**config.mk**
```make
export PLATFORM = sky130hd
export DESIGN_NAME = rmii_rx_phy
export DESIGN_NICKNAME = d
export VERILOG_FILES = /design/src/pkg/rmii_rx_phy_pkg.sv /design/src/verilog/rmii_rx_phy.sv
export VERILOG_INCLUDE_DIRS = /design/src /design/src/pkg
export SDC_FILE = /design/constraint.sdc
export NUM_CORES = 1
export LEC_CHECK = 0
export BUFFER_PORTS_ARGS = -buffer_cell sky130_fd_sc_hd__clkbuf_2
export CAP_MARGIN = 20
export CORE_MARGIN = 2
export CORE_UTILIZATION = 51
export CTS_CLUSTER_DIAMETER = 50
export CTS_CLUSTER_SIZE = 25
export DETAILED_ROUTE_END_ITERATION = 10
export GPL_TIMING_DRIVEN = 0
export PLACE_DENSITY = 0.66
export SLEW_MARGIN = 20
export SYNTH_ARGS = -nofsm -noshare
export SYNTH_HDL_FRONTEND = slang
export SYNTH_HIERARCHICAL = 1
export SYNTH_SLANG_ARGS = --single-unit
```
**constraint.sdc**
```tcl
create_clock -name clk -period 3.5 [get_ports clk]
set_input_delay 0.525 -clock clk [delete_from_list [all_inputs] [get_ports clk]]
set_output_delay 0.525 -clock clk [all_outputs]
set_load 0.03 [all_outputs]
```
**src/pkg/rmii_rx_phy_map.svh**
```systemverilog
// Register offsets, field positions, reset values and sizes of the receive PHY block.
`ifndef RMII_RX_PHY_MAP_SVH
`define RMII_RX_PHY_MAP_SVH

// Management register offsets.
`define REG_BASIC_CONTROL 5'h00
`define REG_BASIC_STATUS 5'h01
`define REG_IDENTIFIER_HIGH 5'h02
`define REG_IDENTIFIER_LOW 5'h03
`define REG_AUTONEG_ADVERTISE 5'h04
`define REG_PARTNER_ABILITY 5'h05
`define REG_AUTONEG_EXPANSION 5'h06
`define REG_AUTONEG_NEXT_PAGE 5'h07
`define REG_PARTNER_NEXT_PAGE 5'h08
`define REG_INTERFACE_CONTROL 5'h14
`define REG_RX_ERROR_COUNTER 5'h15
`define REG_IRQ_CONTROL_STATUS 5'h1b
`define REG_VENDOR_CONTROL_A 5'h1e
`define REG_VENDOR_CONTROL_B 5'h1f

// Storage slots of the plain read/write registers.
`define SLOT_COUNT 6
`define SLOT_ADVERTISE 3'h0
`define SLOT_NEXT_PAGE 3'h1
`define SLOT_INTERFACE 3'h2
`define SLOT_IRQ 3'h3
`define SLOT_VENDOR_A 3'h4
`define SLOT_VENDOR_B 3'h5

// Field positions.
`define CTRL_SOFT_RESET_BIT 15
`define CTRL_AUTONEG_BIT 12
`define CTRL_POWER_DOWN_BIT 11
`define STATUS_LINK_BIT 2
`define VCB_MDIX_MANUAL_BIT 14
`define VCB_MDIX_DISABLE_BIT 13
`define VCB_POWER_SAVE_BIT 10

// Reset values and write masks.
`define BASIC_CONTROL_RESET 16'h3100
`define BASIC_CONTROL_WMASK 16'h7d81
`define BASIC_STATUS_CAPS 16'h7808
`define VENDOR_B_RESET 16'h0000

// Management frame layout.
`define MGMT_OP_READ 2'h2
`define MGMT_OP_WRITE 2'h1
`define MGMT_HEADER_LAST 5'h0b
`define MGMT_DATA_LAST 5'h0f

// Receive buffer size.
`define RX_FIFO_DEPTH 16

`endif

```
**src/pkg/rmii_rx_phy_pkg.sv**
```systemverilog
// Types shared by the receive PHY block.
package rmii_rx_phy_pkg;

  // One recovered di-bit with its symbol error flag.
  typedef struct packed {
    logic err;
    logic [1:0] dibit;
  } rx_word_t;

  // Management frame states, Gray coded along the frame.
  typedef enum logic [2:0] {
    MGMT_IDLE = 3'h0,
    MGMT_START = 3'h1,
    MGMT_HEADER = 3'h3,
    MGMT_TURN = 3'h2,
    MGMT_DATA = 3'h6
  } mgmt_state_t;

  // Enables of the transceiver's functional blocks.
  typedef struct packed {
    logic transmitter;
    logic energy_detect;
    logic synthesiser;
    logic receiver;
  } power_gate_t;

  // Three-stage input synchroniser with its filtered level.
  typedef struct packed {
    logic [2:0] stage;
    logic level;
  } sync3_t;

endpackage : rmii_rx_phy_pkg

```
**src/verilog/rmii_rx_phy.sv**
```systemverilog
// RMII receive path, crossover selection, power modes and management registers.
//
// What this block does
// Deliver two fresh bits per reference clock with carrier.
// Hold receive data at 00 without carrier.
// Partner ignores receive data without carrier.
// Raise receive error for erroneous frame symbols.
// Partner ignores receive error without carrier.
// Partner derives collision from its transmit and carrier.
// Automatic crossover follows the sensed partner pairs.
// Automatic crossover on at reset, off by bit.
// Manual bit picks straight or crossed pairs.
// Power saving needs autoneg, no cable, enable bit.
// Power saving keeps transmitter, energy detect, synthesiser.
// Power saving stops receive clock until link.
// Clearing power-saving bit disables power saving.
// Power-down bit stops the whole device.
// Management port keeps working during power-down.
// Management address map decodes as listed.
// Carrier asserted while medium busy, dropped on loss.
// Reference clock times every receive output; power-down clears them on the next system clock instead.
// Reserved addresses read zero, ignore writes.
// Clearing power-down bit resumes normal operation.

`include "rmii_rx_phy_map.svh"

// Synchronous FIFO with valid/ready on both sides and a flush.
module rx_fifo #(
  parameter int WIDTH = 3,
  parameter int DEPTH = 16
) (
  // Clock and reset.
  input wire logic clk,
  input wire logic rstn,
  input wire logic flush,
  // Filling side.
  input wire logic [WIDTH-1:0] in_data,
  input wire logic in_valid,
  output logic in_ready,
  // Draining side.
  output logic [WIDTH-1:0] out_data,
  output logic out_valid,
  input wire logic out_ready
);
  localparam int AW = $clog2(DEPTH);

  typedef struct packed {
    logic [DEPTH-1:0][WIDTH-1:0] mem;
    logic [AW-1:0] wr;
    logic [AW-1:0] rd;
    logic [AW:0] count;
  } fifo_state_t;

  fifo_state_t s_q;
  fifo_state_t s_d;
  logic push;
  logic pop;

  // Full and empty come straight from the occupancy count.
  assign in_ready = (s_q.count != DEPTH[AW:0]);
  assign out_valid = (s_q.count != '0);
  assign out_data = s_q.mem[s_q.rd];
  assign push = in_valid & in_ready & ~flush;
  assign pop = out_valid & out_ready & ~flush;

  // Pointer and occupancy update; a flush empties the buffer at once.
  always_comb begin
    s_d = s_q;
    if (push) begin
      s_d.mem[s_q.wr] = in_data;
      s_d.wr = s_q.wr + 1'b1;
    end
    if (pop) begin
      s_d.rd = s_q.rd + 1'b1;
    end
    s_d.count = s_q.count + {{AW{1'b0}}, push} - {{AW{1'b0}}, pop};
    if (flush) begin
      s_d.wr = '0;
      s_d.rd = '0;
      s_d.count = '0;
    end
  end

  // State register.
  always_ff @(posedge clk or negedge rstn) begin
    if (!rstn) begin
      s_q <= '0;
    end else begin
      s_q <= s_d;
    end
  end
endmodule : rx_fifo

// Receive half of the RMII port with the management register file.
module rmii_rx_phy #(
  parameter logic [4:0] PHY_ADDRESS = 5'h01,
  parameter logic [15:0] IDENT_HIGH = 16'h1234, // Arbitrary value.
  parameter logic [15:0] IDENT_LOW = 16'h5670 // Arbitrary value.
) (
  // Clock and reset.
  input wire logic clk,
  input wire logic rstn,
  // RMII receive toward the MAC.
  input wire logic ref_clk,
  output logic crs_dv,
  output logic [1:0] rxd,
  output logic rx_er,
  // Management port.
  input wire logic mdc,
  input wire logic mdio_i,
  output logic mdio_o,
  output logic mdio_oe,
  // Recovered stream and line status from the decoder.
  input wire rmii_rx_phy_pkg::rx_word_t line_word,
  input wire logic line_valid,
  output logic line_ready,
  input wire logic line_carrier,
  input wire logic line_cable,
  input wire logic line_link_up,
  // Crossover.
  input wire logic pairs_sensed_crossed,
  output logic mdix_crossed,
  // Power control.
  output rmii_rx_phy_pkg::power_gate_t power_gate,
  output logic power_saving,
  output logic power_down,
  output logic rxc_enable
);

  typedef struct packed {
    rmii_rx_phy_pkg::sync3_t ref_s;
    rmii_rx_phy_pkg::sync3_t mdc_s;
    rmii_rx_phy_pkg::sync3_t mdio_s;
    rmii_rx_phy_pkg::mgmt_state_t mst;
    logic [4:0] cnt;
    logic [11:0] hdr;
    logic mine;
    logic [15:0] sh;
    logic mdio_o;
    logic mdio_oe;
    logic [15:0] ctrl;
    logic [`SLOT_COUNT-1:0][15:0] rw;
    logic [15:0] err_cnt;
    logic crs;
    logic [1:0] rxd;
    logic rx_er;
    logic crossed;
    logic rxc_on;
  } core_state_t;

  localparam core_state_t STATE_RESET = '{
    mst: rmii_rx_phy_pkg::MGMT_IDLE,
    ctrl: `BASIC_CONTROL_RESET,
    rw: {`VENDOR_B_RESET, 80'h0},
    rxc_on: 1'b1,
    default: '0
  };

  core_state_t s_q;
  core_state_t s_d;
  rmii_rx_phy_pkg::rx_word_t fifo_word;
  logic fifo_valid;
  logic fifo_in_ready;
  logic fifo_out_ready;
  logic ref_rise;
  logic mdc_rise;
  logic mdio_bit;
  logic pd;
  logic psave;
  logic pop;
  logic is_read;
  logic [15:0] rdata;
  logic [15:0] wdata;
  logic [3:0] wslot;

  // Slot of a plain read/write register; the top bit marks a hit.
  function automatic logic [3:0] slot_of(input logic [4:0] addr);
    logic [3:0] r;
    r = 4'h0;
    case (addr)
      `REG_AUTONEG_ADVERTISE: r = {1'b1, `SLOT_ADVERTISE};
      `REG_AUTONEG_NEXT_PAGE: r = {1'b1, `SLOT_NEXT_PAGE};
      `REG_INTERFACE_CONTROL: r = {1'b1, `SLOT_INTERFACE};
      `REG_IRQ_CONTROL_STATUS: r = {1'b1, `SLOT_IRQ};
      `REG_VENDOR_CONTROL_A: r = {1'b1, `SLOT_VENDOR_A};
      `REG_VENDOR_CONTROL_B: r = {1'b1, `SLOT_VENDOR_B};
      default: r = 4'h0;
    endcase
    return r;
  endfunction : slot_of

  // A filtered edge counts once the second and third stages agree.
  function automatic logic rose(input rmii_rx_phy_pkg::sync3_t v);
    return (v.stage[1] == v.stage[2]) & v.stage[2] & ~v.level;
  endfunction : rose

  // Received buffer between the decoder and the reference clock timing.
  rx_fifo #(
    .WIDTH($bits(rmii_rx_phy_pkg::rx_word_t)),
    .DEPTH(`RX_FIFO_DEPTH)
  ) u_fifo (
    .clk(clk),
    .rstn(rstn),
    .flush(pd),
    .in_data(line_word),
    .in_valid(line_valid & ~pd & ~psave),
    .in_ready(fifo_in_ready),
    .out_data(fifo_word),
    .out_valid(fifo_valid),
    .out_ready(fifo_out_ready)
  );

  // Edge detection on the synchronised reference clock and management clock.
  assign ref_rise = rose(s_q.ref_s);
  assign mdc_rise = rose(s_q.mdc_s);
  assign mdio_bit = s_q.mdio_s.stage[2];

  // Mode decode from the control registers.
  assign pd = s_q.ctrl[`CTRL_POWER_DOWN_BIT];
  assign psave = s_q.ctrl[`CTRL_AUTONEG_BIT] & ~line_cable & ~pd
    & s_q.rw[`SLOT_VENDOR_B][`VCB_POWER_SAVE_BIT];

  // The buffer drains one word per reference edge; halted in power-down.
  assign fifo_out_ready = ref_rise & ~pd;
  assign pop = fifo_out_ready & fifo_valid;
  assign line_ready = fifo_in_ready & ~pd & ~psave;

  // Frame fields of the management header and the current data word.
  assign is_read = (s_q.hdr[11:10] == `MGMT_OP_READ);
  assign wdata = {s_q.sh[14:0], mdio_bit};
  assign wslot = slot_of(s_q.hdr[4:0]);

  // Read decode of the management address space.
  always_comb begin
    rdata = 16'h0000;
    case (s_q.hdr[4:0])
      `REG_BASIC_CONTROL: rdata = s_q.ctrl;
      `REG_BASIC_STATUS: rdata = `BASIC_STATUS_CAPS
        | ({15'h0000, line_link_up} << `STATUS_LINK_BIT);
      `REG_IDENTIFIER_HIGH: rdata = IDENT_HIGH;
      `REG_IDENTIFIER_LOW: rdata = IDENT_LOW;
      `REG_RX_ERROR_COUNTER: rdata = s_q.err_cnt;
      default: begin
        if (wslot[3]) begin
          rdata = s_q.rw[wslot[2:0]];
        end
      end
    endcase
  end

  // Next-state logic of synchronisers, management frames, registers and receive path.
  always_comb begin
    s_d = s_q;
    // Each input passes three stages; the level follows once the last two agree.
    s_d.ref_s.stage = {s_q.ref_s.stage[1:0], ref_clk};
    s_d.mdc_s.stage = {s_q.mdc_s.stage[1:0], mdc};
    s_d.mdio_s.stage = {s_q.mdio_s.stage[1:0], mdio_i};
    if (s_q.ref_s.stage[1] == s_q.ref_s.stage[2]) begin
      s_d.ref_s.level = s_q.ref_s.stage[2];
    end
    if (s_q.mdc_s.stage[1] == s_q.mdc_s.stage[2]) begin
      s_d.mdc_s.level = s_q.mdc_s.stage[2];
    end
    if (s_q.mdio_s.stage[1] == s_q.mdio_s.stage[2]) begin
      s_d.mdio_s.level = s_q.mdio_s.stage[2];
    end

    // Error counter counts delivered errored di-bits and saturates.
    if (pop && fifo_word.err && s_q.err_cnt != 16'hffff) begin
      s_d.err_cnt = s_q.err_cnt + 16'h0001;
    end

    // Management frames run in every mode, power-down included.
    if (mdc_rise) begin
      case (s_q.mst)
        rmii_rx_phy_pkg::MGMT_IDLE: begin
          if (!mdio_bit) begin
            s_d.mst = rmii_rx_phy_pkg::MGMT_START;
          end
        end
        rmii_rx_phy_pkg::MGMT_START: begin
          s_d.cnt = 5'h00;
          s_d.mst = mdio_bit ? rmii_rx_phy_pkg::MGMT_HEADER : rmii_rx_phy_pkg::MGMT_IDLE;
        end
        rmii_rx_phy_pkg::MGMT_HEADER: begin
          s_d.hdr = {s_q.hdr[10:0], mdio_bit};
          s_d.cnt = s_q.cnt + 5'h01;
          if (s_q.cnt == `MGMT_HEADER_LAST) begin
            // Frames for another address or with a bad opcode are walked but not acted on.
            s_d.mine = (s_d.hdr[9:5] == PHY_ADDRESS)
              && (s_d.hdr[11:10] == `MGMT_OP_READ || s_d.hdr[11:10] == `MGMT_OP_WRITE);
            s_d.cnt = 5'h00;
            s_d.mst = rmii_rx_phy_pkg::MGMT_TURN;
          end
        end
        rmii_rx_phy_pkg::MGMT_TURN: begin
          s_d.cnt = s_q.cnt + 5'h01;
          if (s_q.cnt == 5'h00) begin
            // Second turnaround bit is driven low on a read.
            s_d.mdio_oe = s_q.mine & is_read;
            s_d.mdio_o = 1'b0;
          end else begin
            s_d.cnt = 5'h00;
            s_d.mst = rmii_rx_phy_pkg::MGMT_DATA;
            if (is_read) begin
              s_d.mdio_o = s_q.mine & rdata[15];
              s_d.sh = {rdata[14:0], 1'b0};
              // Reading the error counter clears it; a same-cycle error still counts.
              if (s_q.mine && s_q.hdr[4:0] == `REG_RX_ERROR_COUNTER) begin
                s_d.err_cnt = {15'h0000, pop & fifo_word.err};
              end
            end
          end
        end
        rmii_rx_phy_pkg::MGMT_DATA: begin
          s_d.cnt = s_q.cnt + 5'h01;
          if (is_read) begin
            s_d.mdio_o = s_q.mine & s_q.sh[15];
            s_d.sh = {s_q.sh[14:0], 1'b0};
          end else begin
            s_d.sh = wdata;
          end
          if (s_q.cnt == `MGMT_DATA_LAST) begin
            s_d.mst = rmii_rx_phy_pkg::MGMT_IDLE;
            s_d.mdio_oe = 1'b0;
            s_d.mdio_o = 1'b0;
            if (s_q.mine && !is_read) begin
              if (s_q.hdr[4:0] == `REG_BASIC_CONTROL) begin
                if (wdata[`CTRL_SOFT_RESET_BIT]) begin
                  // Software reset restores every register default.
                  s_d.ctrl = STATE_RESET.ctrl;
                  s_d.rw = STATE_RESET.rw;
                  s_d.err_cnt = {15'h0000, pop & fifo_word.err}; // A same-cycle error still counts.
                end else begin
                  s_d.ctrl = wdata & `BASIC_CONTROL_WMASK;
                end
              end else if (wslot[3]) begin
                s_d.rw[wslot[2:0]] = wdata;
              end
            end
          end
        end
        default: begin
          s_d.mst = rmii_rx_phy_pkg::MGMT_IDLE;
          s_d.mdio_oe = 1'b0;
        end
      endcase
    end

    // Receive outputs change only on reference edges outside power-down; carrier tracks the medium.
    if (ref_rise) begin
      s_d.crs = ~pd & (line_carrier | fifo_valid);
      if (s_d.crs && fifo_valid) begin
        s_d.rxd = fifo_word.dibit;
        s_d.rx_er = fifo_word.err;
      end else begin
        s_d.rxd = 2'h0;
        s_d.rx_er = 1'b0;
      end
    end
    if (pd) begin
      // Power-down silences the receive outputs at once.
      s_d.crs = 1'b0;
      s_d.rxd = 2'h0;
      s_d.rx_er = 1'b0;
    end

    // Pair assignment follows the sensed pairs until link, or the manual choice.
    if (!s_q.rw[`SLOT_VENDOR_B][`VCB_MDIX_DISABLE_BIT]) begin
      if (!line_link_up) begin
        s_d.crossed = pairs_sensed_crossed;
      end
    end else begin
      s_d.crossed = s_q.rw[`SLOT_VENDOR_B][`VCB_MDIX_MANUAL_BIT];
    end

    // Receive clock stops in power saving and returns with cable and link.
    if (psave || pd) begin
      s_d.rxc_on = 1'b0;
    end else if (line_cable && line_link_up) begin
      s_d.rxc_on = 1'b1;
    end
  end

  // State register.
  always_ff @(posedge clk or negedge rstn) begin
    if (!rstn) begin
      s_q <= STATE_RESET;
    end else begin
      s_q <= s_d;
    end
  end

  // Block enables: power saving keeps transmit, energy detect and synthesiser.
  assign power_gate.transmitter = ~pd;
  assign power_gate.energy_detect = ~pd;
  assign power_gate.synthesiser = ~pd;
  assign power_gate.receiver = ~pd & ~psave;

  // Registered outputs, except power_saving, which also decodes line_cable directly.
  assign crs_dv = s_q.crs;
  assign rxd = s_q.rxd;
  assign rx_er = s_q.rx_er;
  assign mdio_o = s_q.mdio_o;
  assign mdio_oe = s_q.mdio_oe;
  assign mdix_crossed = s_q.crossed;
  assign rxc_enable = s_q.rxc_on;
  assign power_saving = psave;
  assign power_down = pd;

endmodule : rmii_rx_phy

```
==> key figures, run 1 <==
Run status
  • Status: complete, but fails checks
  • Violated checks: negative hold slack

Global routing
  • Vias in the first global route: 8852
  • First-pass GRT wire length: 50150 um
  • Largest net degree at the start of global routing: between 90 and 100
  • Total grt overflow: 0
  • Initial antenna violation count: 1
  • Total GRT Usage: 0.2615

Setup path
  • Nature of the critical path endpoint: flop
  • R2R setup slack: between 0.2 and 0.3 ns
  • Critical path launch point type: flop
  • Delay-heaviest family, CP: simple AND/OR/NAND/NOR gates
  • Critical-path cell list: clkbuf_4 > nor4bb_4 > nor2_2 > and2_4 > nand2_1 > or2_2 > ha_1 > inv_1 > ha_1 > fa_1 > a21oi_1 > nor2_1 > or3_1 > a21oi_1
  • Crit path DAT: between 3 and 4 ns
  • Crit-path max FO: 10
  • Worst path max stage delay: 0.44 ns
  • Crit Path Class: flop to flop
  • R2R depth: 14
  • Reg-to-reg startpoint: power_down$_DFFE_PN0P_
  • Crit path buf inv count: 2
  • CP Data Required Time: between 3 and 4 ns
  • Crit Reg-Reg Endpoint: u_fifo/s_q[4]$_DFF_PN0_
  • Slowest CP cell: fa_1

Synthesis
  • Area leader, netlist: dfrtp_1
  • Gate Count Post-Synth: between 1000 and 1500
  • Flops & latches, synth: roughly 240
  • Top cells by area, synth: dfrtp_1 (49%), mux2_2 (8.0%), a22o_1 (5.5%)
  • Count leader, synth: dfrtp_1
  • Top-area cell type share of the netlist area: 0.4879
  • Synth cell types: 86
  • Primary FF master, synth: dfrtp_1
  • Number of synthesized flops with an enable pin: 0
  • Post-synth top cells: dfrtp_1 (233), mux2_2 (85), a22o_1 (75)
  • FFs w/ async S/R, synth: 1.000
  • Net Count, Synth: between 1000 and 1500
  • Seq/Total Area, Yosys: 0.4967
  • Mapped cell area: roughly 0.012 mm2
  • Synthesis warning total: 6
  • Syn Area/Cell: 11.11 um2

Floorplanning
  • Rows: 56
  • Die Height: between 150 and 200 um
  • Die W: between 150 and 200 um
  • Ports: 28
  • Die footprint: between 0.02 and 0.025 mm2
  • Initial Utilization: 0.5137
  • Core Footprint: approximately 0.023 mm2

Clock tree
  • Hold-fix buffers, CTS: 0
  • CTS Buf Count: 27
  • CTS tree: built
  • CTS max path bufs: 3
  • H-tree levels: 1
  • Clk slew on worst S/H paths: approximately 0.07 ns
  • Resize count post-CTS: 1
  • Clock insertion delay at the later pin of the skew report: about 0.55 ns
  • Root Buffer Master: clkbuf_16
  • # clock sinks: 237
  • Postcts setup bufs: 0

STA
  • Relative slew slack: 0.4160
  • Clock period minus worst slack: roughly 3.2 ns
  • RSZ-0062 raised after global routing: false
  • Hold slack: -0.01740 ns
  • Slew at the pin closest to its max-slew limit: 0.8693 ns
  • Worst-case clock skew: 0.02655 ns
  • Final hold violations: 6
  • Count of final max-slew check failures: 0
  • Max Clk Rate: 310.0 MHz
  • Post-Route Setup TNS: 0 ns
  • Final setup violation count: 0
  • Fin crit share: 0.9217

Power
  • Pwr Density: 632.7 mW/mm2
  • Total power draw: ~8.6 mW
  • VDD IR-drop max: 0.0003692 V
  • Lkg Pwr: 5.943 nW

Drt
  • Pre-antenna DRT Iters: 5
  • Initial DRC count: a little over 700
  • WL/cell: about 22 um
  • Number of vias per cell: about 6.3
  • Routed Antenna Nets: 0
  • WL final: roughly 32000 um
  • Routed vias: roughly 9300
  • DRC Markers: 0

Placement
  • Buffers on Ports: 27
  • Placed cells: between 1000 and 1500
  • Gpl congestion: 0.9035
  • Detailed Place HPWL: between 20000 and 25000 um

Final layout
  • Final net count: approximately 1200
  • Non-filler cells, final: between 1000 and 1500
  • Area Growth Syn to Fin: 13.36%
  • Share of layout cells above drive strength 1: 0.2225

Flow run
  • Max-Cap Viols: 0

Worst hold path
  • Hold Crit Class: primary input to asynchronous set/reset pin
-- cell type report --
cell class / count / area (um2)
plain buffers: 71 / 370.4
diodes: 2 / 5.005
inverters: 33 / 123.9
multi-input cells: 735 / 5544
flip-flops and latches: 237 / 5936
well taps: 319 / 399.1
repair buffers: 29 / 198.9
fillers: 2009 / 9716
clock inverters: 21 / 266.5
clock buffers: 29 / 703.2
-- worst max-delay path by stage --
stage | start | to | slack (ns) | depth (start not counted)
floorplan | power_down$_DFFE_PN0P_ | u_fifo/s_q[4]$_DFF_PN0_ | 0.13 | 14
global placement | rstn | s_q[58]$_DFFE_PN0P_ | -2.91 | 1
detailed placement | power_down$_DFFE_PN0P_ | u_fifo/s_q[4]$_DFF_PN0_ | -0.07 | 14
CTS | power_down$_DFFE_PN0P_ | u_fifo/s_q[4]$_DFF_PN0_ | 0.02 | 14
global route | power_down$_DFFE_PN0P_ | u_fifo/s_q[4]$_DFF_PN0_ | 0.04 | 14
finish | power_down$_DFFE_PN0P_ | u_fifo/s_q[4]$_DFF_PN0_ | 0.27 | 14
-- cells in the final DEF (no fill, tap or decap), types with 12 or more instances in the layout --
cell       Yosys  routed
clkbuf_2       1      27
a21oi_1       38      38
o211ai_1      26      26
nand4_1       15      15
clkbuf_1      34      33
dfrtp_1      233     233
ha_1          17      17
inv_1         33      33
nor3_1        19      19
or3_1         17      17
o21ai_0       43      43
clkbuf_16      0      27
and3_1        13      13
nor2b_1       18      18
mux2_2        85      85
nand2_1       59      59
nand3_1       31      31
and2_1        21      20
nor2_1        54      53
mux4_2        12      12
a22o_1        75      75
o221ai_1      14      14
xor2_1        14      14
buf_2         22      22
-- power breakdown --
group | total, mW | switching (mW) | internal, mW
registers | 3.43 | 0.274 | 3.16
clock network | 3.02 | 1.33 | 1.70
logic | 2.12 | 1.15 | 0.966
-- worst register-to-register path, cell delays in order, from the launching register on --
cell      delay, ns
dfrtp_1        0.38
clkbuf_4       0.26
nor4bb_4       0.08
nor2_2         0.15
and2_4         0.22
nand2_1        0.10
or2_2          0.29
ha_1           0.28
inv_1          0.04
ha_1           0.20
fa_1           0.44
a21oi_1        0.15
nor2_1         0.06
or3_1          0.34
a21oi_1        0.16
-- per-layer routing --
| metal | GRT usage | share of wire | vias up | wire length, um |
|---|---|---|---|---|
| met5 | 0 | 0 | - | 0 |
| met4 | 0.07273 | 0.023 | 0 | 719 |
| met3 | 0.04405 | 0.072 | 65 | 2283 |
| met2 | 0.3941 | 0.44 | 364 | 14090 |
| met1 | 0.3914 | 0.46 | 4699 | 14730 |
| li1 | - | - | 4163 | - |
-- per-stage QoR --
step	instance area, um2	utilization	setup WS [ns]
after global placement	12500	0.5374	-2.910
after CTS	13540	0.5819	0.01732
after detailed placement	12560	0.5401	-0.07431
after floorplan	11970	-	0.1322
after global routing	13540	0.5821	0.04296
final	13550	0.5823	0.2741
-- sequential cells by signal, indices dropped and copies added, names as in the netlist, 2 cells and up --
signal      flops
s_q           160
u_fifo/s_q     61
s_d             6
rxd             2
-- cell families (layout without fill, tap and decap cells) --
family | count (synthesis) | count (layout) | synth area share
adders and majority gates | 18 | 18 | 0.01947
and+or+nand+nor | 311 | 311 | 0.1451
xor gates and xnor gates | 17 | 17 | 0.01246
DFF | 237 | 237 | 0.4967
AOI/OAI and AO/OA | 284 | 284 | 0.1758
muxes | 105 | 105 | 0.1094
buffers and inverters | 104 | 183 | 0.04104
other | 0 | 2 | 0
Note: power is estimated with default switching activity, not from simulation.
==> inputs of run 2 (changes only) <==
Settings changed: CORE_UTILIZATION 51 to 63, PLACE_DENSITY 0.66 to 0.79, SYNTH_HIERARCHICAL 1 to not set.
==> run 2 against run 1 <==
Against the previous run: the run now ends clean; sequential power about the same; critical path depth down 5; sequential share of layout area up 2.3 points; clock-buffer cell count down 4; cell area down 5.0%; via count about the same; total power down 5.1%; non-clock buffer count up 2; worst hold slack better by 0.12 ns; critical path type unchanged; critical endpoint is now s_q[115]$_DFFE_PN0P_.
==> key figures, run 2 <==
Clock tree
  • H-tree levels: 1 (unchanged)
  • Root Buffer Master: clkbuf_16
  • Clk slew on worst S/H paths: 0.08 ns (about the same)
  • CTS tree: built
  • Clock insertion delay at the later pin of the skew report: 0.53 ns (-0.02 ns)
  • CTS Buf Count: 24 (-11%)
  • CTS max path bufs: 3 (unchanged)
  • # clock sinks: 237 (unchanged)

Synthesis
  • Count leader, synth: dfrtp_1
  • Primary FF master, synth: dfrtp_1
  • Top cells by area, synth: dfrtp_1 (51%), nand2_1 (6.3%), mux2_2 (5.8%)
  • Flops & latches, synth: 237 (unchanged)
  • Post-synth top cells: dfrtp_1 (233), nand2_1 (192), o21ai_0 (113)
  • Area leader, netlist: dfrtp_1
  • Synth cell types: 72 (-16%)
  • Largest family of logic cells by synthesized area: compound AO/OA/AOI/OAI gates
  • Post-synthesis mux area share: 0.09352 (-0.01589)
  • XOR/XNOR Fraction of Synth Area: 0.01680 (+0.004345)
  • Gate Count Post-Synth: 1132 (+5.2%)
  • Number of synthesized flops with an enable pin: 0 (unchanged)
  • Simple-gate share of the synthesized area: 0.1557 (+0.01060)
  • FFs w/ async S/R, synth: 1.000 (unchanged)
  • Synthesis warning total: 0 (-6)
  • Seq/Total Area, Yosys: 0.5177 (+0.02098)
  • Top-area cell type share of the netlist area: 0.5085 (+0.02060)
  • Syn Area/Cell: 10.13 um2 (-8.8%)
  • Net Count, Synth: 1163 (+5.1%)
  • Post-synthesis compound-gate area fraction: 0.1594 (-0.01636)
  • Adder-cell area share of the yosys netlist: 0.02030 (+0.0008224)
  • Mapped cell area: 0.01147 mm2 (-4.1%)

Global routing
  • Vias in the first global route: 9157 (+3.4%)
  • Initial antenna violation count: 0 (-1)
  • Largest net degree at the start of global routing: 94 (+3.3%)
  • Total GRT Usage: 0.3213 (+0.05985)
  • Total grt overflow: 0 (unchanged)
  • First-pass GRT wire length: 49800 um (-0.70%)

STA
  • Count of final max-slew check failures: 0 (unchanged)
  • Max Clk Rate: 307.0 MHz (-0.95%)
  • Final hold violations: 0 (-6)
  • Final setup violation count: 0 (unchanged)
  • Worst-case clock skew: 0.01360 ns (-0.01295 ns)
  • Post-Route Setup TNS: 0 ns (unchanged)
  • Fin crit share: 0.9305 (+0.008837)
  • RSZ-0062 raised after global routing: false
  • Relative slew slack: 0.2230 (-0.1930)
  • Clock period minus worst slack: 3.257 ns (+0.03093 ns)
  • Slew at the pin closest to its max-slew limit: 1.157 ns (+0.2873 ns)

Worst hold path
  • Hold Crit Class: primary input to flop

Setup path
  • Worst path max stage delay: 0.42 ns (-0.02 ns)
  • Crit path DAT: 3.67 ns (-0.03 ns)
  • Crit Path Class: flop to flop
  • Nature of the critical path endpoint: flop
  • Delay-heaviest family, CP: buffers and inverters
  • Crit path buf inv count: 2 (unchanged)
  • Critical path launch point type: flop
  • R2R setup slack: 0.24 ns (-0.03 ns)
  • CP Data Required Time: 3.91 ns (-0.06 ns)
  • Slowest CP cell: nor4_2
  • Crit-path max FO: 10 (unchanged)
  • Critical-path cell list: ha_1 > and3_1 > ha_1 > nand2_1 > nor4_2 > clkbuf_1 > o211ai_1 > clkbuf_1 > a22o_1

Drt
  • DRC Markers: 0 (unchanged)
  • DR WL met2: 14150 um (+0.46%)
  • WL final: 30480 um (-4.2%)
  • WL/cell: 21.24 um (-1.5%)
  • Wl on met1: 12630 um (-14%)
  • Number of vias per cell: 6.472 (+2.8%)
  • Pre-antenna DRT Iters: 5 (unchanged)
  • Routed Antenna Nets: 0 (unchanged)
  • Top layer in use: met4
  • Routed wl met3: 2917 um (+28%)
  • Initial DRC count: 873 (+22%)
  • Routed vias: 9287 (-0.043%)

Floorplanning
  • Core Footprint: 0.01790 mm2 (-23%)
  • Die Height: 138.9 um (-12%)
  • Initial Utilization: 0.6405 (+0.1268)
  • Die footprint: 0.01929 mm2 (-22%)
  • Die W: 138.9 um (-12%)
  • Rows: 49 (-13%)
  • Ports: 28 (unchanged)

Final layout
  • Share of layout cells above drive strength 1: 0.1584 (-0.06414)
  • Area Growth Syn to Fin: 12.30%
  • Register area: 0.005936 mm2 (unchanged)
  • Commonest non-fill, non-tap cell in the layout: dfrtp_1
  • Biggest register: s_q
  • Most frequent cells in the layout: dfrtp_1 (233), nand2_1 (192), o21ai_0 (113)
  • Final net count: 1219 (+4.6%)
  • Diode count: 0 (-2)
  • Number of flip-flops in the largest register: 160 (unchanged)
  • Area occupied by multi-input gates: 0.005129 mm2 (-7.5%)
  • Fill cell total of the finished layout: 1310 (-35%)

Placement
  • Gpl congestion: 0.9650 (+6.8%)
  • Buffers on Ports: 27 (unchanged)
  • Detailed Place HPWL: 21110 um (-6.1%)

Run status
  • Status: finished clean

Flow run
  • Max-Cap Viols: 0 (unchanged)

Power
  • Pwr Density: 631.5 mW/mm2 (-0.18%)
  • Lkg Pwr: 5.610 nW (-5.6%)
  • VDD IR-drop max: 0.0006237 V (+69%)
  • Total power draw: 8.132 mW (-5.1%)
run 2: cell types whose count changed in the layout (fill, tap and decap cells not counted), moves of 12 or more:
cell      previous run  this run
nand2_1             59       192
o21ai_0             43       113
a22o_1              75        35
mux2_2              85        59
o211ai_1            26         4
clkbuf_1            33        49
o21ai_1              5        20
nor2_1              53        65
o221ai_1            14         2
or3_1               17         5
run 2: routing by layer:
metal,GRT usage,up-vias
met5,0,-
met4,0.09569,0
met3,0.06699,79
met2,0.4955,486
met1,0.4677,4589
li1,-,4133
run 2: where the power goes:
part	total (mW)	internal (mW)	switching [mW]
clock network	2.85	1.51	1.35
logic	1.86	0.915	0.942
registers	3.42	3.14	0.282
total	8.13	5.56	2.57
run 2: final cells by class:
type,count,share of cell area
Sequential cell,237,0.4610
Inverter,23,0.006705
Buffer,72,0.02585
Timing Repair Buffer,30,0.01623
Clock inverter,19,0.02109
Multi-Input combinational cell,800,0.3983
Tap cell,229,0.02225
Clock buffer,25,0.04859
run 2: worst reg2reg max path, stage by stage (launching register included):
cell,delay (ns)
dfrtp_1,0.41
ha_1,0.23
and3_1,0.18
ha_1,0.28
nand2_1,0.12
nor4_2,0.42
clkbuf_1,0.40
o211ai_1,0.41
clkbuf_1,0.38
a22o_1,0.33
run 2: logic make-up (layout without fill, tap and decap cells):
| group | Yosys count | in the layout |
|---|---|---|
| AO/OA/AOI/OAI | 290 | 290 |
| XOR/XNOR | 22 | 22 |
| adder cells (fa/ha/maj) | 18 | 18 |
| buffers and inverters | 95 | 169 |
| flip-flops | 237 | 237 |
| multiplexers | 81 | 81 |
| AND/OR/NAND/NOR | 389 | 389 |
run 2: what timing repair did:
| item | CTS | global route |
|---|---|---|
| hold endpoints to repair | 52 | 0 |
| hold buffers | 1 | 0 |
| buffers inserted | 0 | 0 |
| gates resized for setup | 1 | 2 |
| gates cloned | 0 | 0 |
| setup endpoints to repair | 1 | 43 |
run 2: worst paths after layout:
| kind | from | endpoint | cells after the start |
|---|---|---|---|
| setup / recovery | s_q[165]$_DFFE_PN0P_ | s_q[115]$_DFFE_PN0P_ | 9 |
| hold / removal | ref_clk | s_d[183]$_DFF_PN0_ | 1 |
| setup reg to reg | s_q[165]$_DFFE_PN0P_ | s_q[115]$_DFFE_PN0P_ | 9 |
| hold reg to reg | s_d[175]$_DFF_PN0_ | s_d[176]$_DFF_PN0_ | 0 |
| max in group asynchronous | rstn | s_q[131]$_DFFE_PN1P_ | 3 |
| min in group asynchronous | rstn | s_q[34]$_DFFE_PN0P_ | 2 |
run 2: per-stage QoR:
stage | instances | area [um2] | hold WS (ns) | worst slack [ns] | util
after floorplan | 1132 | 11470 | 0.2294 | 0.6625 | -
after global placement | 1388 | 11890 | 0.3319 | -2.794 | 0.6640
after detailed placement | 1390 | 11950 | 0.3363 | -0.01882 | 0.6676
after CTS | 1435 | 12860 | 0.09565 | 0.1653 | 0.7186
after global routing | 1435 | 12880 | 0.09174 | 0.07481 | 0.7192
final | 1435 | 12880 | 0.1014 | 0.2432 | 0.7192
==> inputs of run 3 (changes only) <==
Settings changed: SYNTH_HIERARCHICAL set to 1.
==> run 3 against run 2 <==
Against the previous run: fmax is 0.45% lower; worst setup slack worse by 0.015 ns; clock skew is 0.012 ns higher; non-clock buffer count is 2 lower; global-route usage is 0.13 points higher; worst hold slack worse by 0.095 ns; critical path depth is 5 higher.
==> key figures, run 3 (synthesis gave the netlist of run 1 again) <==
STA
  • Clock period minus worst slack: 3.272 ns (+0.01475 ns)
  • Final setup violation count: 0 (unchanged)
  • Hold slack: 0.006318 ns (-0.09504 ns)
  • Setup ws final: 0.2284 ns (-0.01476 ns)
  • Worst-case clock skew: 0.02525 ns (+0.01164 ns)
  • Slew at the pin closest to its max-slew limit: 0.9314 ns (-0.2252 ns)
  • RSZ-0062 raised after global routing: false
  • Count of final max-slew check failures: 0 (unchanged)
  • Fin crit share: 0.9347 (+0.004216)
  • Max Clk Rate: 305.7 MHz (-0.45%)
  • Post-Route Setup TNS: 0 ns (unchanged)
  • Final hold violations: 0 (unchanged)
  • Relative slew slack: 0.3703 (+0.1473)

Setup path
  • Delay-heaviest family, CP: simple AND/OR/NAND/NOR gates
  • Critical-path cell list: clkbuf_4 > nor4bb_4 > nor2_1 > and2_2 > nand2_1 > or2_2 > ha_1 > inv_1 > ha_1 > fa_1 > a21oi_1 > nor2_1 > or3_1 > a21oi_1
  • Critical Path Source: power_down$_DFFE_PN0P_
  • Worst path max stage delay: 0.45 ns (+0.03 ns)
  • Reg-to-reg startpoint: power_down$_DFFE_PN0P_
  • R2R depth: 14 (+5)
  • Nature of the critical path endpoint: flop
  • CP Data Required Time: 3.97 ns (+0.06 ns)
  • Crit Path Class: flop to flop
  • Slowest CP cell: fa_1
  • Critical path launch point type: flop
  • Crit-path max FO: 10 (unchanged)
  • Crit path DAT: 3.75 ns (+0.08 ns)
  • Crit path depth: 14 (+5)
  • Crit path buf inv count: 2 (unchanged)

Clock tree
  • H-tree levels: 1 (unchanged)
  • CTS Buf Count: 27 (+13%)
  • Postcts setup bufs: 0 (unchanged)
  • CTS max path bufs: 3 (unchanged)
  • # clock sinks: 237 (unchanged)
  • CTS tree: built
  • Root Buffer Master: clkbuf_16
  • Hold-fix buffers, CTS: 0 (-1)
  • Clock insertion delay at the later pin of the skew report: 0.55 ns (+0.02 ns)
  • Clk slew on worst S/H paths: 0.07 ns (about the same)

Floorplanning
  • Die W: 141.7 um (+2.0%)
  • Initial Utilization: 0.6410 (about the same)
  • Ports: 28 (unchanged)
  • Rows: 50 (+2.0%)
  • Die footprint: 0.02009 mm2 (+4.1%)
  • Core Footprint: 0.01864 mm2 (+4.1%)
  • Die Height: 141.7 um (+2.0%)

Drt
  • Routed Antenna Nets: 0 (unchanged)
  • DRC Markers: 0 (unchanged)
  • Number of vias per cell: 6.851 (+5.9%)
  • Initial DRC count: 993 (+14%)
  • Pre-antenna DRT Iters: 6 (+1)
  • WL final: 31850 um (+4.5%)
  • WL/cell: 22.93 um (+8.0%)
  • Routed vias: 9516 (+2.5%)

Global routing
  • Initial antenna violation count: 0 (unchanged)
  • Met1 Use GR: 0.4308 (-0.03684)
  • GRT met2 Usage: 0.5245 (+0.02906)
  • First-pass GRT wire length: 50980 um (+2.4%)
  • Total GRT Usage: 0.3226 (+0.001251)
  • Routing usage on met3: 0.06514 (-0.001852)
  • Vias in the first global route: 9428 (+3.0%)
  • Grt peak-use layer: met2
  • Total grt overflow: 0 (unchanged)
  • Largest net degree at the start of global routing: 89 (-5.3%)

Final layout
  • Number of flip-flops in the largest register: 160 (unchanged)
  • Final net count: 1165 (-4.4%)
  • Non-filler cells, final: 1389 (-3.2%)
  • Most frequent cells in the layout: dfrtp_1 (233), mux2_2 (85), a22o_1 (75)
  • Diode count: 0 (unchanged)
  • Fill cell total of the finished layout: 1344 (+2.6%)
  • Commonest non-fill, non-tap cell in the layout: dfrtp_1
  • Area Growth Syn to Fin: 12.03%
  • Share of layout cells above drive strength 1: 0.2199 (+0.06154)
  • Biggest register: s_q

Power
  • Total power draw: 8.499 mW (+4.5%)
  • VDD IR-drop max: 0.0004736 V (-24%)
  • Lkg Pwr: 5.906 nW (+5.3%)
  • Pwr Density: 634.9 mW/mm2 (+0.52%)

Placement
  • Buffers on Ports: 27 (unchanged)
  • Gpl congestion: 0.9794 (+1.5%)
  • Placed cells: 1339 (-3.7%)
  • Detailed Place HPWL: 21590 um (+2.3%)
  • Dpl ws: 0.04866 ns (+0.06748 ns)

Worst hold path
  • Hold Crit Class: primary input to asynchronous set/reset pin

Flow run
  • Max-Cap Viols: 0 (unchanged)

Run status
  • Status: finished clean
-- run 3: cell count changes in the layout (fill, tap and decap cells not counted), moves of 14 or more --
cell,delta
o211ai_1,+22
mux2_2,+26
o21ai_0,-70
nand2_1,-133
a22o_1,+40
clkbuf_1,-14
o21ai_1,-15
-- run 3: repair_timing --
| item | CTS | global route |
|---|---|---|
| pin swaps | 0 | 0 |
| setup endpoints to repair | 1 | 1 |
| resized for setup | 1 | 2 |
-- run 3: path summary, 6_finish.rpt --
path	slack (ns)	end
min reg2reg	0.35	s_d[180]$_DFF_PN0_
min in group clk	0.09	s_d[183]$_DFF_PN0_
max	0.23	u_fifo/s_q[4]$_DFF_PN0_
min	0.006	u_fifo/s_q[38]$_DFFE_PN0P_
max reg2reg	0.23	u_fifo/s_q[4]$_DFF_PN0_
max in group asynchronous	2.58	s_q[38]$_DFFE_PN0P_
-- run 3: cell type report --
class / instances / area, um2 / area share
Buffer: 71 / 370.4 / 0.02766
Clock buffer: 30 / 696.9 / 0.05206
Clock inverter: 20 / 229.0 / 0.01710
Inverter: 33 / 123.9 / 0.009252
Multi-Input combinational cell: 735 / 5540 / 0.4138
Sequential cell: 237 / 5936 / 0.4434
Tap cell: 234 / 292.8 / 0.02187
Timing Repair Buffer: 29 / 198.9 / 0.01486
-- run 3: report_power, final --
part / switching, mW / internal, mW / leakage, nW
logic: 1.15 / 0.962 / 2.31
registers: 0.297 / 3.16 / 3.15
clock network: 1.28 / 1.64 / 0.441
-- run 3: per-layer routing --
layer	share of wire	wire, um
met1	0.41	12960
met2	0.47	15110
met3	0.075	2388
met4	0.044	1395
met5	0	0
-- run 3: worst register-to-register path, stage by stage (launching register included) --
cell	delay, ns
dfrtp_1	0.38
clkbuf_4	0.26
nor4bb_4	0.08
nor2_1	0.14
and2_2	0.27
nand2_1	0.13
or2_2	0.29
ha_1	0.28
inv_1	0.04
ha_1	0.20
fa_1	0.45
a21oi_1	0.14
nor2_1	0.06
or3_1	0.34
a21oi_1	0.15
-- run 3: through the flow --
step                      area [um2]  utilization
after CTS                      13390       0.7180
final                          13390       0.7181
after detailed placement       12460       0.6683
after floorplan                11970            -
after global routing           13390       0.7181
after global placement         12390       0.6648
